## src/uart_fifo_pkg.sv

```systemverilog
// constants, field layouts and types for the uart fifo and dma control block
// assumes an apb master with 32-bit data and one aligned word per register
package uart_fifo_pkg;

    // register byte offsets
    localparam logic [11:0] OFF_DATA = 12'h000;
    localparam logic [11:0] OFF_FIFO_CONTROL = 12'h004;
    localparam logic [11:0] OFF_INT_STATUS = 12'h008;
    localparam logic [11:0] OFF_FIFO_STATUS = 12'h00C;

    // fifo geometry
    localparam int FIFO_DEPTH = 32;
    localparam int PTR_W = 5;
    localparam int CNT_W = 6;
    localparam logic [5:0] CNT_FULL = 6'h20;
    localparam logic [5:0] CNT_ONE = 6'h01;
    localparam logic [5:0] CNT_ZERO = 6'h00;

    // receive trigger levels by code
    localparam logic [5:0] RX_TRIG_0 = 6'h08;
    localparam logic [5:0] RX_TRIG_1 = 6'h10;
    localparam logic [5:0] RX_TRIG_2 = 6'h18;
    localparam logic [5:0] RX_TRIG_3 = 6'h1C;

    // transmit trigger levels by code
    localparam logic [5:0] TX_TRIG_0 = 6'h10;
    localparam logic [5:0] TX_TRIG_1 = 6'h08;
    localparam logic [5:0] TX_TRIG_2 = 6'h18;
    localparam logic [5:0] TX_TRIG_3 = 6'h1E;

    // fifo control field positions
    localparam int FCR_EN_BIT = 0;
    localparam int FCR_RX_FLUSH_BIT = 1;
    localparam int FCR_TX_FLUSH_BIT = 2;
    localparam int FCR_DMA_BIT = 3;

    // interrupt status field positions
    localparam int ISR_TX_BIT = 0;
    localparam int ISR_RX_BIT = 1;
    localparam int ISR_FIFO_LO_BIT = 6;
    localparam int ISR_FIFO_HI_BIT = 7;

    // fifo status field positions
    localparam int FST_TX_LSB = 0;
    localparam int FST_RX_LSB = 8;
    localparam int FST_OVR_BIT = 16;

    // fifo control register layout, bit 7 first
    typedef struct packed {
        logic [1:0] rx_trigger_select;
        logic [1:0] tx_trigger_select;
        logic dma_mode;
        logic tx_fifo_flush;
        logic rx_fifo_flush;
        logic fifo_en;
    } fifo_control_t;

    localparam fifo_control_t FIFO_CONTROL_RESET = 8'h00;

    // one character with its valid flag
    typedef struct packed {
        logic valid;
        logic [7:0] data;
    } char_t;

    localparam char_t CHAR_NONE = 9'h000;

    // rx trigger level from its code
    function automatic logic [5:0] rx_trigger_level(input logic [1:0] code);
        unique case (code)
            2'h0: rx_trigger_level = RX_TRIG_0;
            2'h1: rx_trigger_level = RX_TRIG_1;
            2'h2: rx_trigger_level = RX_TRIG_2;
            2'h3: rx_trigger_level = RX_TRIG_3;
        endcase
    endfunction

    // tx trigger level from its code
    function automatic logic [5:0] tx_trigger_level(input logic [1:0] code);
        unique case (code)
            2'h0: tx_trigger_level = TX_TRIG_0;
            2'h1: tx_trigger_level = TX_TRIG_1;
            2'h2: tx_trigger_level = TX_TRIG_2;
            2'h3: tx_trigger_level = TX_TRIG_3;
        endcase
    endfunction

endpackage

```

## src/char_fifo.sv

```systemverilog
// character fifo with fill count, flush and a one-entry holding mode
// assumes push and pop are single-cycle strobes on pclk
`timescale 1ns/100ps
module char_fifo
    import uart_fifo_pkg::*;
(
    // clock and reset
    input wire logic pclk,
    input wire logic presetn,
    // control
    input wire logic flush,
    input wire logic limit_one,
    // write side
    input wire logic push,
    input wire logic [7:0] push_data,
    // read side
    input wire logic pop,
    output logic [7:0] head_data,
    output logic [5:0] count,
    output logic full,
    output logic empty
);
    logic [7:0] mem [FIFO_DEPTH];
    logic [4:0] wr_ptr_reg;
    logic [4:0] rd_ptr_reg;
    logic [5:0] count_reg;
    logic do_push;
    logic do_pop;

    // a disabled fifo behaves as a single holding register
    assign full = limit_one ? (count_reg >= CNT_ONE) : (count_reg == CNT_FULL);
    assign empty = (count_reg == CNT_ZERO);
    assign count = count_reg;
    assign head_data = mem[rd_ptr_reg];
    assign do_push = push && !full;
    assign do_pop = pop && !empty;

    // storage array
    always_ff @(posedge pclk) begin
        if (do_push) begin
            mem[wr_ptr_reg] <= push_data;
        end
    end

    // pointers and count, flush wins over traffic
    always_ff @(posedge pclk or negedge presetn) begin
        if (!presetn) begin
            wr_ptr_reg <= 5'h00;
            rd_ptr_reg <= 5'h00;
            count_reg <= 6'h00;
        end else if (flush) begin
            wr_ptr_reg <= 5'h00;
            rd_ptr_reg <= 5'h00;
            count_reg <= 6'h00;
        end else begin
            if (do_push) begin
                wr_ptr_reg <= wr_ptr_reg + 5'h01;
            end
            if (do_pop) begin
                rd_ptr_reg <= rd_ptr_reg + 5'h01;
            end
            if (do_push && !do_pop) begin
                count_reg <= count_reg + 6'h01;
            end else if (do_pop && !do_push) begin
                count_reg <= count_reg - 6'h01;
            end
        end
    end
endmodule

```

## src/uart_fifo_dma_control.sv

```systemverilog
// fifo control for one uart channel: apb registers, tx and rx fifos,
// dma ready outputs and fifo interrupt requests
// assumes the shifters pop and push single characters on pclk strobes
`timescale 1ns/100ps
module uart_fifo_dma_control
    import uart_fifo_pkg::*;
(
    // apb slave
    input wire logic pclk,
    input wire logic presetn,
    input wire logic psel,
    input wire logic penable,
    input wire logic pwrite,
    input wire logic [11:0] paddr,
    input wire logic [31:0] pwdata,
    output logic [31:0] prdata,
    output logic pready,
    output logic pslverr,
    // transmit shifter side
    input wire logic tx_pop,
    output uart_fifo_pkg::char_t tx_char,
    // receive shifter side
    input wire uart_fifo_pkg::char_t rx_char,
    input wire logic rx_timeout,
    // dma handshake
    output logic tx_dma_ready_n,
    output logic rx_dma_ready_n,
    // requests to the interrupt prioritiser
    output logic tx_irq_req,
    output logic rx_irq_req
);
    import uart_fifo_pkg::*;

    fifo_control_t fifo_control_reg;
    logic [31:0] prdata_reg;
    logic pready_reg;
    logic pslverr_reg;
    char_t tx_char_reg;
    logic tx_dma_ready_n_reg;
    logic rx_dma_ready_n_reg;
    logic tx_irq_reg;
    logic rx_irq_reg;
    logic tx_below_reg;
    logic overrun_reg;

    logic setup;
    logic access_done;
    logic wr_done;
    logic rd_done;
    logic addr_ok;
    logic sel_data;
    logic sel_fcr;
    logic sel_isr;
    logic sel_fst;
    logic tx_flush;
    logic rx_flush;
    logic tx_push;
    logic tx_pop_ok;
    logic rx_pop;
    logic [7:0] tx_head;
    logic [7:0] rx_head;
    logic [5:0] tx_count;
    logic [5:0] rx_count;
    logic tx_full;
    logic tx_empty;
    logic rx_full;
    logic rx_empty;
    logic [5:0] tx_trig;
    logic [5:0] rx_trig;
    logic tx_below;
    logic fifo_off;
    logic [31:0] read_value;

    // bus phase decode
    assign setup = psel && !penable;
    assign access_done = psel && penable && pready_reg;
    assign wr_done = access_done && pwrite && addr_ok;
    assign rd_done = access_done && !pwrite && addr_ok;
    assign sel_data = (paddr == OFF_DATA);
    assign sel_fcr = (paddr == OFF_FIFO_CONTROL);
    assign sel_isr = (paddr == OFF_INT_STATUS);
    assign sel_fst = (paddr == OFF_FIFO_STATUS);
    assign addr_ok = sel_data || sel_fcr || sel_isr || sel_fst;

    // flush strobes come from a control write carrying the enable bit
    assign tx_flush = wr_done && sel_fcr && pwdata[FCR_EN_BIT] && pwdata[FCR_TX_FLUSH_BIT];
    assign rx_flush = wr_done && sel_fcr && pwdata[FCR_EN_BIT] && pwdata[FCR_RX_FLUSH_BIT];

    // data path strobes
    assign tx_push = wr_done && sel_data;
    assign rx_pop = rd_done && sel_data;
    assign tx_pop_ok = tx_pop && tx_char_reg.valid;

    // trigger levels and mode
    assign tx_trig = tx_trigger_level(fifo_control_reg.tx_trigger_select);
    assign rx_trig = rx_trigger_level(fifo_control_reg.rx_trigger_select);
    assign fifo_off = !fifo_control_reg.fifo_en;
    assign tx_below = fifo_off ? tx_empty : (tx_count < tx_trig);

    // transmit fifo, one entry deep while fifos are off
    char_fifo tx_fifo (
        .pclk(pclk),
        .presetn(presetn),
        .flush(tx_flush),
        .limit_one(fifo_off),
        .push(tx_push),
        .push_data(pwdata[7:0]),
        .pop(tx_pop_ok),
        .head_data(tx_head),
        .count(tx_count),
        .full(tx_full),
        .empty(tx_empty)
    );

    // receive fifo, one entry deep while fifos are off
    char_fifo rx_fifo (
        .pclk(pclk),
        .presetn(presetn),
        .flush(rx_flush),
        .limit_one(fifo_off),
        .push(rx_char.valid),
        .push_data(rx_char.data),
        .pop(rx_pop),
        .head_data(rx_head),
        .count(rx_count),
        .full(rx_full),
        .empty(rx_empty)
    );

    // fifo control register; enable always written, the rest only with it set
    // flush bits are strobes only, so the stored copies always read zero
    always_ff @(posedge pclk or negedge presetn) begin
        if (!presetn) begin
            fifo_control_reg <= FIFO_CONTROL_RESET;
        end else begin
            fifo_control_reg.tx_fifo_flush <= 1'b0;
            fifo_control_reg.rx_fifo_flush <= 1'b0;
            if (wr_done && sel_fcr) begin
                fifo_control_reg.fifo_en <= pwdata[FCR_EN_BIT];
                if (pwdata[FCR_EN_BIT]) begin
                    fifo_control_reg.rx_trigger_select <= pwdata[7:6];
                    fifo_control_reg.tx_trigger_select <= pwdata[5:4];
                    fifo_control_reg.dma_mode <= pwdata[FCR_DMA_BIT];
                end
            end
        end
    end

    // read mux for the addressed register
    always_comb begin
        read_value = 32'h0000_0000;
        unique case (1'b1)
            sel_data: begin
                read_value[7:0] = rx_empty ? 8'h00 : rx_head;
            end
            sel_fcr: begin
                read_value[7:0] = fifo_control_reg;
            end
            sel_isr: begin
                read_value[ISR_TX_BIT] = tx_irq_reg;
                read_value[ISR_RX_BIT] = rx_irq_reg;
                read_value[ISR_FIFO_LO_BIT] = fifo_control_reg.fifo_en;
                read_value[ISR_FIFO_HI_BIT] = fifo_control_reg.fifo_en;
            end
            sel_fst: begin
                read_value[FST_TX_LSB +: CNT_W] = tx_count;
                read_value[FST_RX_LSB +: CNT_W] = rx_count;
                read_value[FST_OVR_BIT] = overrun_reg;
            end
            default: begin
                read_value = 32'h0000_0000;
            end
        endcase
    end

    // apb answer: ready in the first access cycle, error for unmapped addresses
    always_ff @(posedge pclk or negedge presetn) begin
        if (!presetn) begin
            prdata_reg <= 32'h0000_0000;
            pready_reg <= 1'b0;
            pslverr_reg <= 1'b0;
        end else if (setup) begin
            prdata_reg <= pwrite ? 32'h0000_0000 : read_value;
            pready_reg <= 1'b1;
            pslverr_reg <= !addr_ok;
        end else begin
            pready_reg <= 1'b0;
            pslverr_reg <= 1'b0;
        end
    end

    // head of the tx fifo offered to the shifter, one bubble after each pop
    always_ff @(posedge pclk or negedge presetn) begin
        if (!presetn) begin
            tx_char_reg <= CHAR_NONE;
        end else if (tx_flush || tx_pop_ok) begin
            tx_char_reg <= CHAR_NONE;
        end else begin
            tx_char_reg.valid <= !tx_empty;
            tx_char_reg.data <= tx_head;
        end
    end

    // sticky overrun when a character meets a full rx fifo
    always_ff @(posedge pclk or negedge presetn) begin
        if (!presetn) begin
            overrun_reg <= 1'b0;
        end else if (rx_char.valid && rx_full) begin
            overrun_reg <= 1'b1;
        end else if (rx_flush || (rd_done && sel_fst)) begin
            overrun_reg <= 1'b0;
        end
    end

    // transmit dma ready
    always_ff @(posedge pclk or negedge presetn) begin
        if (!presetn) begin
            tx_dma_ready_n_reg <= 1'b0;
        end else if (fifo_off || !fifo_control_reg.dma_mode) begin
            tx_dma_ready_n_reg <= !tx_empty;
        end else if (tx_full) begin
            tx_dma_ready_n_reg <= 1'b1;
        end else if (tx_count <= tx_trig) begin
            tx_dma_ready_n_reg <= 1'b0;
        end
    end

    // receive dma ready
    always_ff @(posedge pclk or negedge presetn) begin
        if (!presetn) begin
            rx_dma_ready_n_reg <= 1'b1;
        end else if (fifo_off || !fifo_control_reg.dma_mode) begin
            rx_dma_ready_n_reg <= rx_empty;
        end else if (rx_empty) begin
            rx_dma_ready_n_reg <= 1'b1;
        end else if ((rx_count >= rx_trig) || rx_timeout) begin
            rx_dma_ready_n_reg <= 1'b0;
        end
    end

    // rx request follows the fill against the trigger level, or follows non-empty while fifos are off
    always_ff @(posedge pclk or negedge presetn) begin
        if (!presetn) begin
            rx_irq_reg <= 1'b0;
        end else if (fifo_off) begin
            rx_irq_reg <= !rx_empty;
        end else begin
            rx_irq_reg <= (rx_count >= rx_trig);
        end
    end

    // tx request set on falling below trigger, or on emptying while fifos are off, set wins over clear
    always_ff @(posedge pclk or negedge presetn) begin
        if (!presetn) begin
            tx_below_reg <= 1'b0;
            tx_irq_reg <= 1'b0;
        end else begin
            tx_below_reg <= tx_below;
            if (tx_below && !tx_below_reg) begin
                tx_irq_reg <= 1'b1;
            end else if ((rd_done && sel_isr) || tx_push) begin
                tx_irq_reg <= 1'b0;
            end
        end
    end

    // outputs straight from flip-flops
    assign prdata = prdata_reg;
    assign pready = pready_reg;
    assign pslverr = pslverr_reg;
    assign tx_char = tx_char_reg;
    assign tx_dma_ready_n = tx_dma_ready_n_reg;
    assign rx_dma_ready_n = rx_dma_ready_n_reg;
    assign tx_irq_req = tx_irq_reg;
    assign rx_irq_req = rx_irq_reg;
endmodule

```

## config.mk

```make
export PLATFORM = sky130hd
export DESIGN_NAME = uart_fifo_dma_control
export DESIGN_NICKNAME = d
export VERILOG_FILES = /design/src/uart_fifo_pkg.sv /design/src/char_fifo.sv /design/src/uart_fifo_dma_control.sv
export SDC_FILE = /design/constraint.sdc
export NUM_CORES = 1
export LEC_CHECK = 0
export ABC_AREA = 1
export BUFFER_PORTS_ARGS = -buffer_cell sky130_fd_sc_hd__buf_4
export CORE_MARGIN = 2
export CORE_UTILIZATION = 25
export CTS_CLUSTER_SIZE = 40
export DETAILED_ROUTE_END_ITERATION = 7
export PLACE_DENSITY = 0.39
export SETUP_SLACK_MARGIN = 0.1
export SYNTH_ARGS = -nofsm -noshare
export SYNTH_HDL_FRONTEND = slang
export SYNTH_SLANG_ARGS = --single-unit
```

## constraint.sdc

```tcl
create_clock -name pclk -period 3.7 [get_ports pclk]
set_input_delay 0.925 -clock pclk [delete_from_list [all_inputs] [get_ports pclk]]
set_output_delay 0.925 -clock pclk [all_outputs]
set_load 0.05 [all_outputs]
```

After elaboration in Yosys (flattened, before gate mapping)

Memory sizes are Yosys's and may differ from the RTL's.
Cells that the tools add are included.

Add/sub/neg operators: 8
Order comparisons: 5
Equality and inequality tests: 11
Mux-type cells: 44
Reductions and logical operators: 64

Operator list:

| cell                                                 | count |
|---|---|
| one-hot mux 6 bit (4 select lines)                   | 2 |
| 2-to-1 mux 6 bit                                     | 7 |
| 2-to-1 mux 5 bit                                     | 8 |
| logical AND 1 bit                                    | 26 |
| equality test 12 x 4 -> 1 bit, second input constant | 2 |
| 2-to-1 mux 1 bit                                     | 21 |
| adder 5 x 1 -> 5 bit, second input constant          | 4 |
| 2-to-1 mux 17 bit                                    | 1 |
| zero test 1 bit                                      | 14 |
| adder 6 x 1 -> 6 bit, second input constant          | 2 |
| equality test 12 x 3 -> 1 bit, second input constant | 1 |
| equality test 6 bit, second input constant           | 2 |
| >= comparator 6 x 1 -> 1 bit, second input constant  | 2 |
| zero test 12 bit                                     | 1 |
| zero test 6 bit                                      | 2 |
| one-hot mux 4 bit (3 select lines)                   | 1 |
| nonzero test 2 bit                                   | 6 |
| nonzero test 3 bit                                   | 4 |
| subtractor 6 x 1 -> 6 bit, second input constant     | 2 |
| 2-to-1 mux 9 bit                                     | 1 |
| equality test 2 bit, second input constant           | 4 |
| logical OR 1 bit                                     | 8 |
| 2-to-1 mux 8 bit                                     | 1 |
| one-hot mux 2 bit (4 select lines)                   | 1 |
| 7 further kinds                                      | 9 |

Bits in registers: 87
Bits in writable memories: 512
Word-level logic and storage cells: 155
Memories kept: 2

Memory list:

| name        | words | bits a word | read ports | clocked after Yosys merged registers in | wr ports | line            | text |
|---|---|---|---|---|---|---|---|
| rx_fifo.mem | 32    | 8           | 1          | 0                                       | 1        | char_fifo.sv:23 | `logic [7:0] mem [FIFO_DEPTH];` |
| tx_fifo.mem | 32    | 8           | 1          | 0                                       | 1        | char_fifo.sv:23 |  |

Logic depth before layout (Yosys ltp)

Word-level depth: 12
Mapped depth: 17

Hierarchy

Synthesis repeated with hierarchy kept, for this count alone.

Cell total of the unflattened synthesis: 2,260
Area total of the unflattened synthesis: 25,283.0 sq um

Modules (own cells, without submodules):

| module                | instances | cells an instance | area each (sq um) |
|---|---|---|---|
| char_fifo (rx_fifo)   | 1         | 1,006             | 11,551.1 |
| char_fifo (tx_fifo)   | 1         | 972               | 11,547.3 |
| uart_fifo_dma_control | 1         | 282               | 2,184.6 |

Worst setup path after synthesis

OpenSTA, ideal clock, no wires.

Path kind: in2reg
Start point: input port paddr[11]
End point: register rx_fifo.count_reg[5], in the netlist rx_fifo.count[5]
Setup time: 0.114 ns
Arrival time: 2.821 ns
Data required time: 3.586 ns
Setup slack: 0.765 ns
Stages: 16
Buffers on the path: 2
Path through: nor2_1 > nand2_1 > nor2_2 > buf_6 > nand2_2 > nor2_2 > nand3_1 > ha_1 > clkbuf_1 > inv_1 > a22oi_1 > nor3_1 > o21ai_1 > xor2_1 > nand2_1 > inv_1

Longest elaborated chain between the ends: 11
Elaborated cells on any way between the ends: 20
Classes of those cells: eq/ne (3); mux (2); reduce/logical (15)

Ends and longest elaborated chain:

| item                                                                     | line                                                     | text |
|---|---|---|
| start: declaration                                                       | uart_fifo_dma_control.sv:14                              | `input wire logic [11:0] paddr,` |
| equality test 12 x 3 -> 1 bit / zero test 12 bit (equally long branches) | uart_fifo_dma_control.sv:80, uart_fifo_dma_control.sv:79 |  |
| logical OR 1 bit (3 in a row)                                            | uart_fifo_dma_control.sv:83                              | `assign addr_ok = sel_data \|\| sel_fcr \|\| sel_isr \|\| sel_fst;` |
| logical AND 1 bit                                                        | uart_fifo_dma_control.sv:78                              | `assign rd_done = access_done && !pwrite && addr_ok;` |
| logical AND 1 bit                                                        | uart_fifo_dma_control.sv:91                              | `assign rx_pop = rd_done && sel_data;` |
| logical AND 1 bit                                                        | char_fifo.sv:36                                          | `assign do_pop = pop && !empty;` |
| zero test 1 bit                                                          | char_fifo.sv:62                                          | `if (do_push && !do_pop) begin` |
| logical AND 1 bit                                                        | char_fifo.sv:62                                          |  |
| 2-to-1 mux 6 bit                                                         | char_fifo.sv:62                                          |  |
| 2-to-1 mux 6 bit                                                         | char_fifo.sv:51                                          | `end else if (flush) begin` |
| end signal: assignment                                                   | char_fifo.sv:63                                          | `count_reg <= count_reg + 6'h01;` |
| end signal: assignment                                                   | char_fifo.sv:65                                          | `count_reg <= count_reg - 6'h01;` |
| end: declaration                                                         | char_fifo.sv:26                                          | `logic [5:0] count_reg;` |

Several ways; a longest one is shown, not always the timed one.
A chain may end at the register's enable or synchronous reset.

Worst setup path after layout

Start point: register rx_fifo.count_reg[0], in the netlist rx_fifo.count[0]
End point: memory rx_fifo.mem[21][3], enable pin

Longest elaborated chain between the ends: 6
Elaborated cells on any way between the ends: 7
Classes of those cells: order compare (1); eq/ne (1); mux (3); reduce/logical (2)

Ends and longest elaborated chain:

| item                                                                       | line            | text |
|---|---|---|
| >= comparator 6 x 1 -> 1 bit / equality test 6 bit (equally long branches) | char_fifo.sv:31 | `assign full = limit_one ? (count_reg >= CNT_ONE) : (count_reg == CNT_FULL);` |
| 2-to-1 mux 1 bit (*)                                                       | char_fifo.sv:31 |  |
| zero test 1 bit (*)                                                        | char_fifo.sv:35 | `assign do_push = push && !full;` |
| logical AND 1 bit (*)                                                      | char_fifo.sv:35 |  |
| 2-to-1 mux 1 bit (*)                                                       | char_fifo.sv:40 | `if (do_push) begin` |
| 2-to-1 mux 1 bit (implied by the code) (*)                                 | char_fifo.sv:41 | `mem[wr_ptr_reg] <= push_data;` |
| end: declaration                                                           | char_fifo.sv:23 |  |

Every way passes the cells marked *; elsewhere a longest branch is shown, timed or not.

==> metrics.cfg <==
[synthesis]
synthFlopType = edfxtp_1
synth_area_um2 = 24900
synth_seq_cells = 582
syn_avg_cell_area_um2 = 11.0
syn_inst = 2259
synth_cell_types = 47
yosys_warnings = 0
synth_edf_count = 512
async_flop_share_pct = 12.0
ys_seq_area_share_pct = 68.8

[clock_network]
clk_latency_ns = 0.61
ctsHoldBuffers = 0
cts_made_buffers = 69
cts_sinks = 582
cts_max_level = 3
cts_tree = yes
cts.clk_slew.worst_paths_ns = 0.06
cts.path.max_buffers = 3
clock-root-buffer = clkbuf_16
cts_resized = 0
cts_setup_buffers = 0

[global_routing]
grt_max_degree = 115
grt.total_usage_pct = 13.9
grt_pass1_vias = 16700
antenna_found_initial = 0
grt_pass1_wl_mm = 107
overflow = 0

[placement]
placed_area_um2 = 27200
hpwl_mm = 43.9
dp.cells = 3592
io_buffers = 65
gp_congestion = 0.816

[cells_and_area]
syn_to_final_growth_pct = 18.1
final_area_um2 = 29400
antenna_cells = 0
fin_nets = 2461
finalNonFillerCells = 3715
drive_gt1_share_pct = 13.2
fillers = 10000

[sta]
fin_crit_ns = 3.02
slew_headroom_pct = 42.8
grt_setup_unrepaired = false
finalCritPeriodShare_pct = 81.6
slew_viol_final = 0
finalSetupTns_ns = 0
max_freq_mhz = 331
tightest_slew_ns = 0.858
finalHoldViolCount = 0
finalClockSkew_ns = 0.0230
finalSetupViolCount = 0

[setup_path]
crit_fanout = 11
cp_slowest_stage_delay_ns = 0.64
startpoint_type = flop
critPathSlowestCell = nor2_1
cp_num_buf_inv = 2
cp.arrival_ns = 3.23
cp_cell_sequence = inv_1 -> ha_1 -> nand3_1 -> o31ai_2 -> nand3_1 -> inv_1 -> nand2_2 -> nor2_1
endpoint_kind = flop
setup.worst_path.class = reg -> reg
critPathTopFamily = simple AND/OR/NAND/NOR gates
worst_ep_required_time_ns = 3.92

[status]
status = complete, no violations

[power_and_ir_drop]
leakage_nw = 10.9
powerDensity_nw_per_um2 = 611
vdd_ir_drop_max_mv = 0.338

[drt]
wirelength_mm = 71.6
firstDrtPassIters = 5
drcViolationCount = 0
vias = 16600
via_per_inst = 4.48
dr.first_iter.drc_count = 1309
drtAntennaViolNets = 0
wl_per_cell_um = 19.3

[die]
initial_core_util_pct = 25.2
dieArea_um2 = 102000
die_width_um = 319
io_pins = 107
die_y_um = 319
rows = 115
core_area_um2 = 98600

[hold_path]
min_path_type = in -> async

[job]
max_cap_violations = 0

==> worst register-to-register path: stages (launching register included) <==
cell     delay (ns)
dfrtp_1        0.43
inv_1          0.16
ha_1           0.23
nand3_1        0.15
o31ai_2        0.23
nand3_1        0.15
inv_1          0.32
nand2_2        0.32
nor2_1         0.64
==> cell usage after synthesis (9+ instances only) <==
master,count,area (um2)
a21oi_1,113,566
xor2_1,9,78.8
buf_2,59,295
nand2_2,13,81.3
inv_2,15,56.3
edfxtp_1,512,15400
nand2_1,577,2170
nor3_1,11,55.1
inv_1,81,304
buf_4,19,143
a22oi_1,14,105
nand4_1,11,68.8
nand3_1,251,1260
ha_1,25,313
o21ai_0,111,556
clkbuf_1,41,154
dfrtp_1,69,1730
nor2_1,241,905
==> final timing paths <==
path | depth (start not counted) | slack [ns] | endpoint | from
worst max-delay path | 8 | 0.68 | rx_fifo.mem[21][3] | rx_fifo.count[0]
worst min-delay path | 1 | 0.35 | tx_fifo.count[1] | presetn
worst max register to register | 8 | 0.68 | rx_fifo.mem[21][3] | rx_fifo.count[0]
worst min register to register | 1 | 0.43 | tx_irq_req | tx_below_reg
max in group asynchronous | 2 | 2.63 | tx_fifo.rd_ptr_reg[1] | presetn
min in group pclk | 1 | 0.43 | tx_irq_req | tx_below_reg
==> stage by stage <==
stage / power [mW] / setup WS (ns) / hold WS (ns) / util (%)
final: 18.0 / 0.682 / 0.353 / 29.8
after global routing: 18.8 / 0.367 / 0.389 / 29.8
after CTS: 18.2 / 0.606 / 0.358 / 29.8
after detailed placement: 11.4 / 0.552 / 0.416 / 27.5
after global placement: 11.4 / 0.546 / 0.427 / 27.5
after floorplan: 9.97 / 0.765 / 0.410 / -
==> kinds of logic after synthesis <==
| logic type | synth area share, % |
|---|---|
| buffers and inverters | 4.13 |
| AOI/OAI and AO/OA | 6.16 |
| xor gates and xnor gates | 0.317 |
| DFF | 68.8 |
| other | 0.0151 |
| and+or+nand+nor | 19.3 |
| adders and majority gates | 1.26 |
==> cell usage in the layout, fill, tap and decap left out, types with 3 or more instances in the layout <==
cell type  count
buf_4        156
nand4_1       11
xor2_1         9
clkinv_1      12
nor2_1       241
inv_1         79
inv_2         15
clkinv_2       9
bufinv_16      5
clkbuf_8       8
or2_2          4
conb_1        17
nand3_2        6
nor2_2         6
clkbuf_1      19
buf_12         3
clkbuf_16     71
o211ai_1       8
nor3_1        11
nor3_2         5
o31ai_1        7
ha_1          25
a21oi_1      113
edfxtp_1     512
o22ai_1        8
nand2_1      577
nand3b_1       3
dfrtp_1       65
o21ai_1        3
a22o_1         4
nand2_2       13
a22oi_1       14
nand3_1      251
o21ai_0      111
==> area by class of cell <==
class	instances	area (um2)	share of cell area (%)
clock inverter	25	279	0.949
clock buffer	98	1960	6.66
tap	1287	1610	5.48
timing repair buffer	159	1230	4.19
sequential	582	17100	58.3
multi-input combinational	1462	6790	23.1
inverter	102	387	1.32
==> layer usage <==
metal  track usage [%]  routed length, um  vias up
li1                  -                  -     8022
met1              19.5              33800     8191
met4              3.52               1270        0
met3              2.11               2890       79
met5                 0                  0        -
met2              22.6              33600      344
==> where the power goes <==
| part | internal [mW] | total [mW] | leakage (nW) | switching [mW] |
|---|---|---|---|---|
| combinational | 0.986 | 3.49 | 4.38 | 2.51 |
| sequential | 7.47 | 7.72 | 5.44 | 0.255 |
| clock | 4.04 | 6.74 | 1.09 | 2.70 |
| total | 12.5 | 18.0 | 10.9 | 5.46 |
Power figures use the tool's default switching activity.
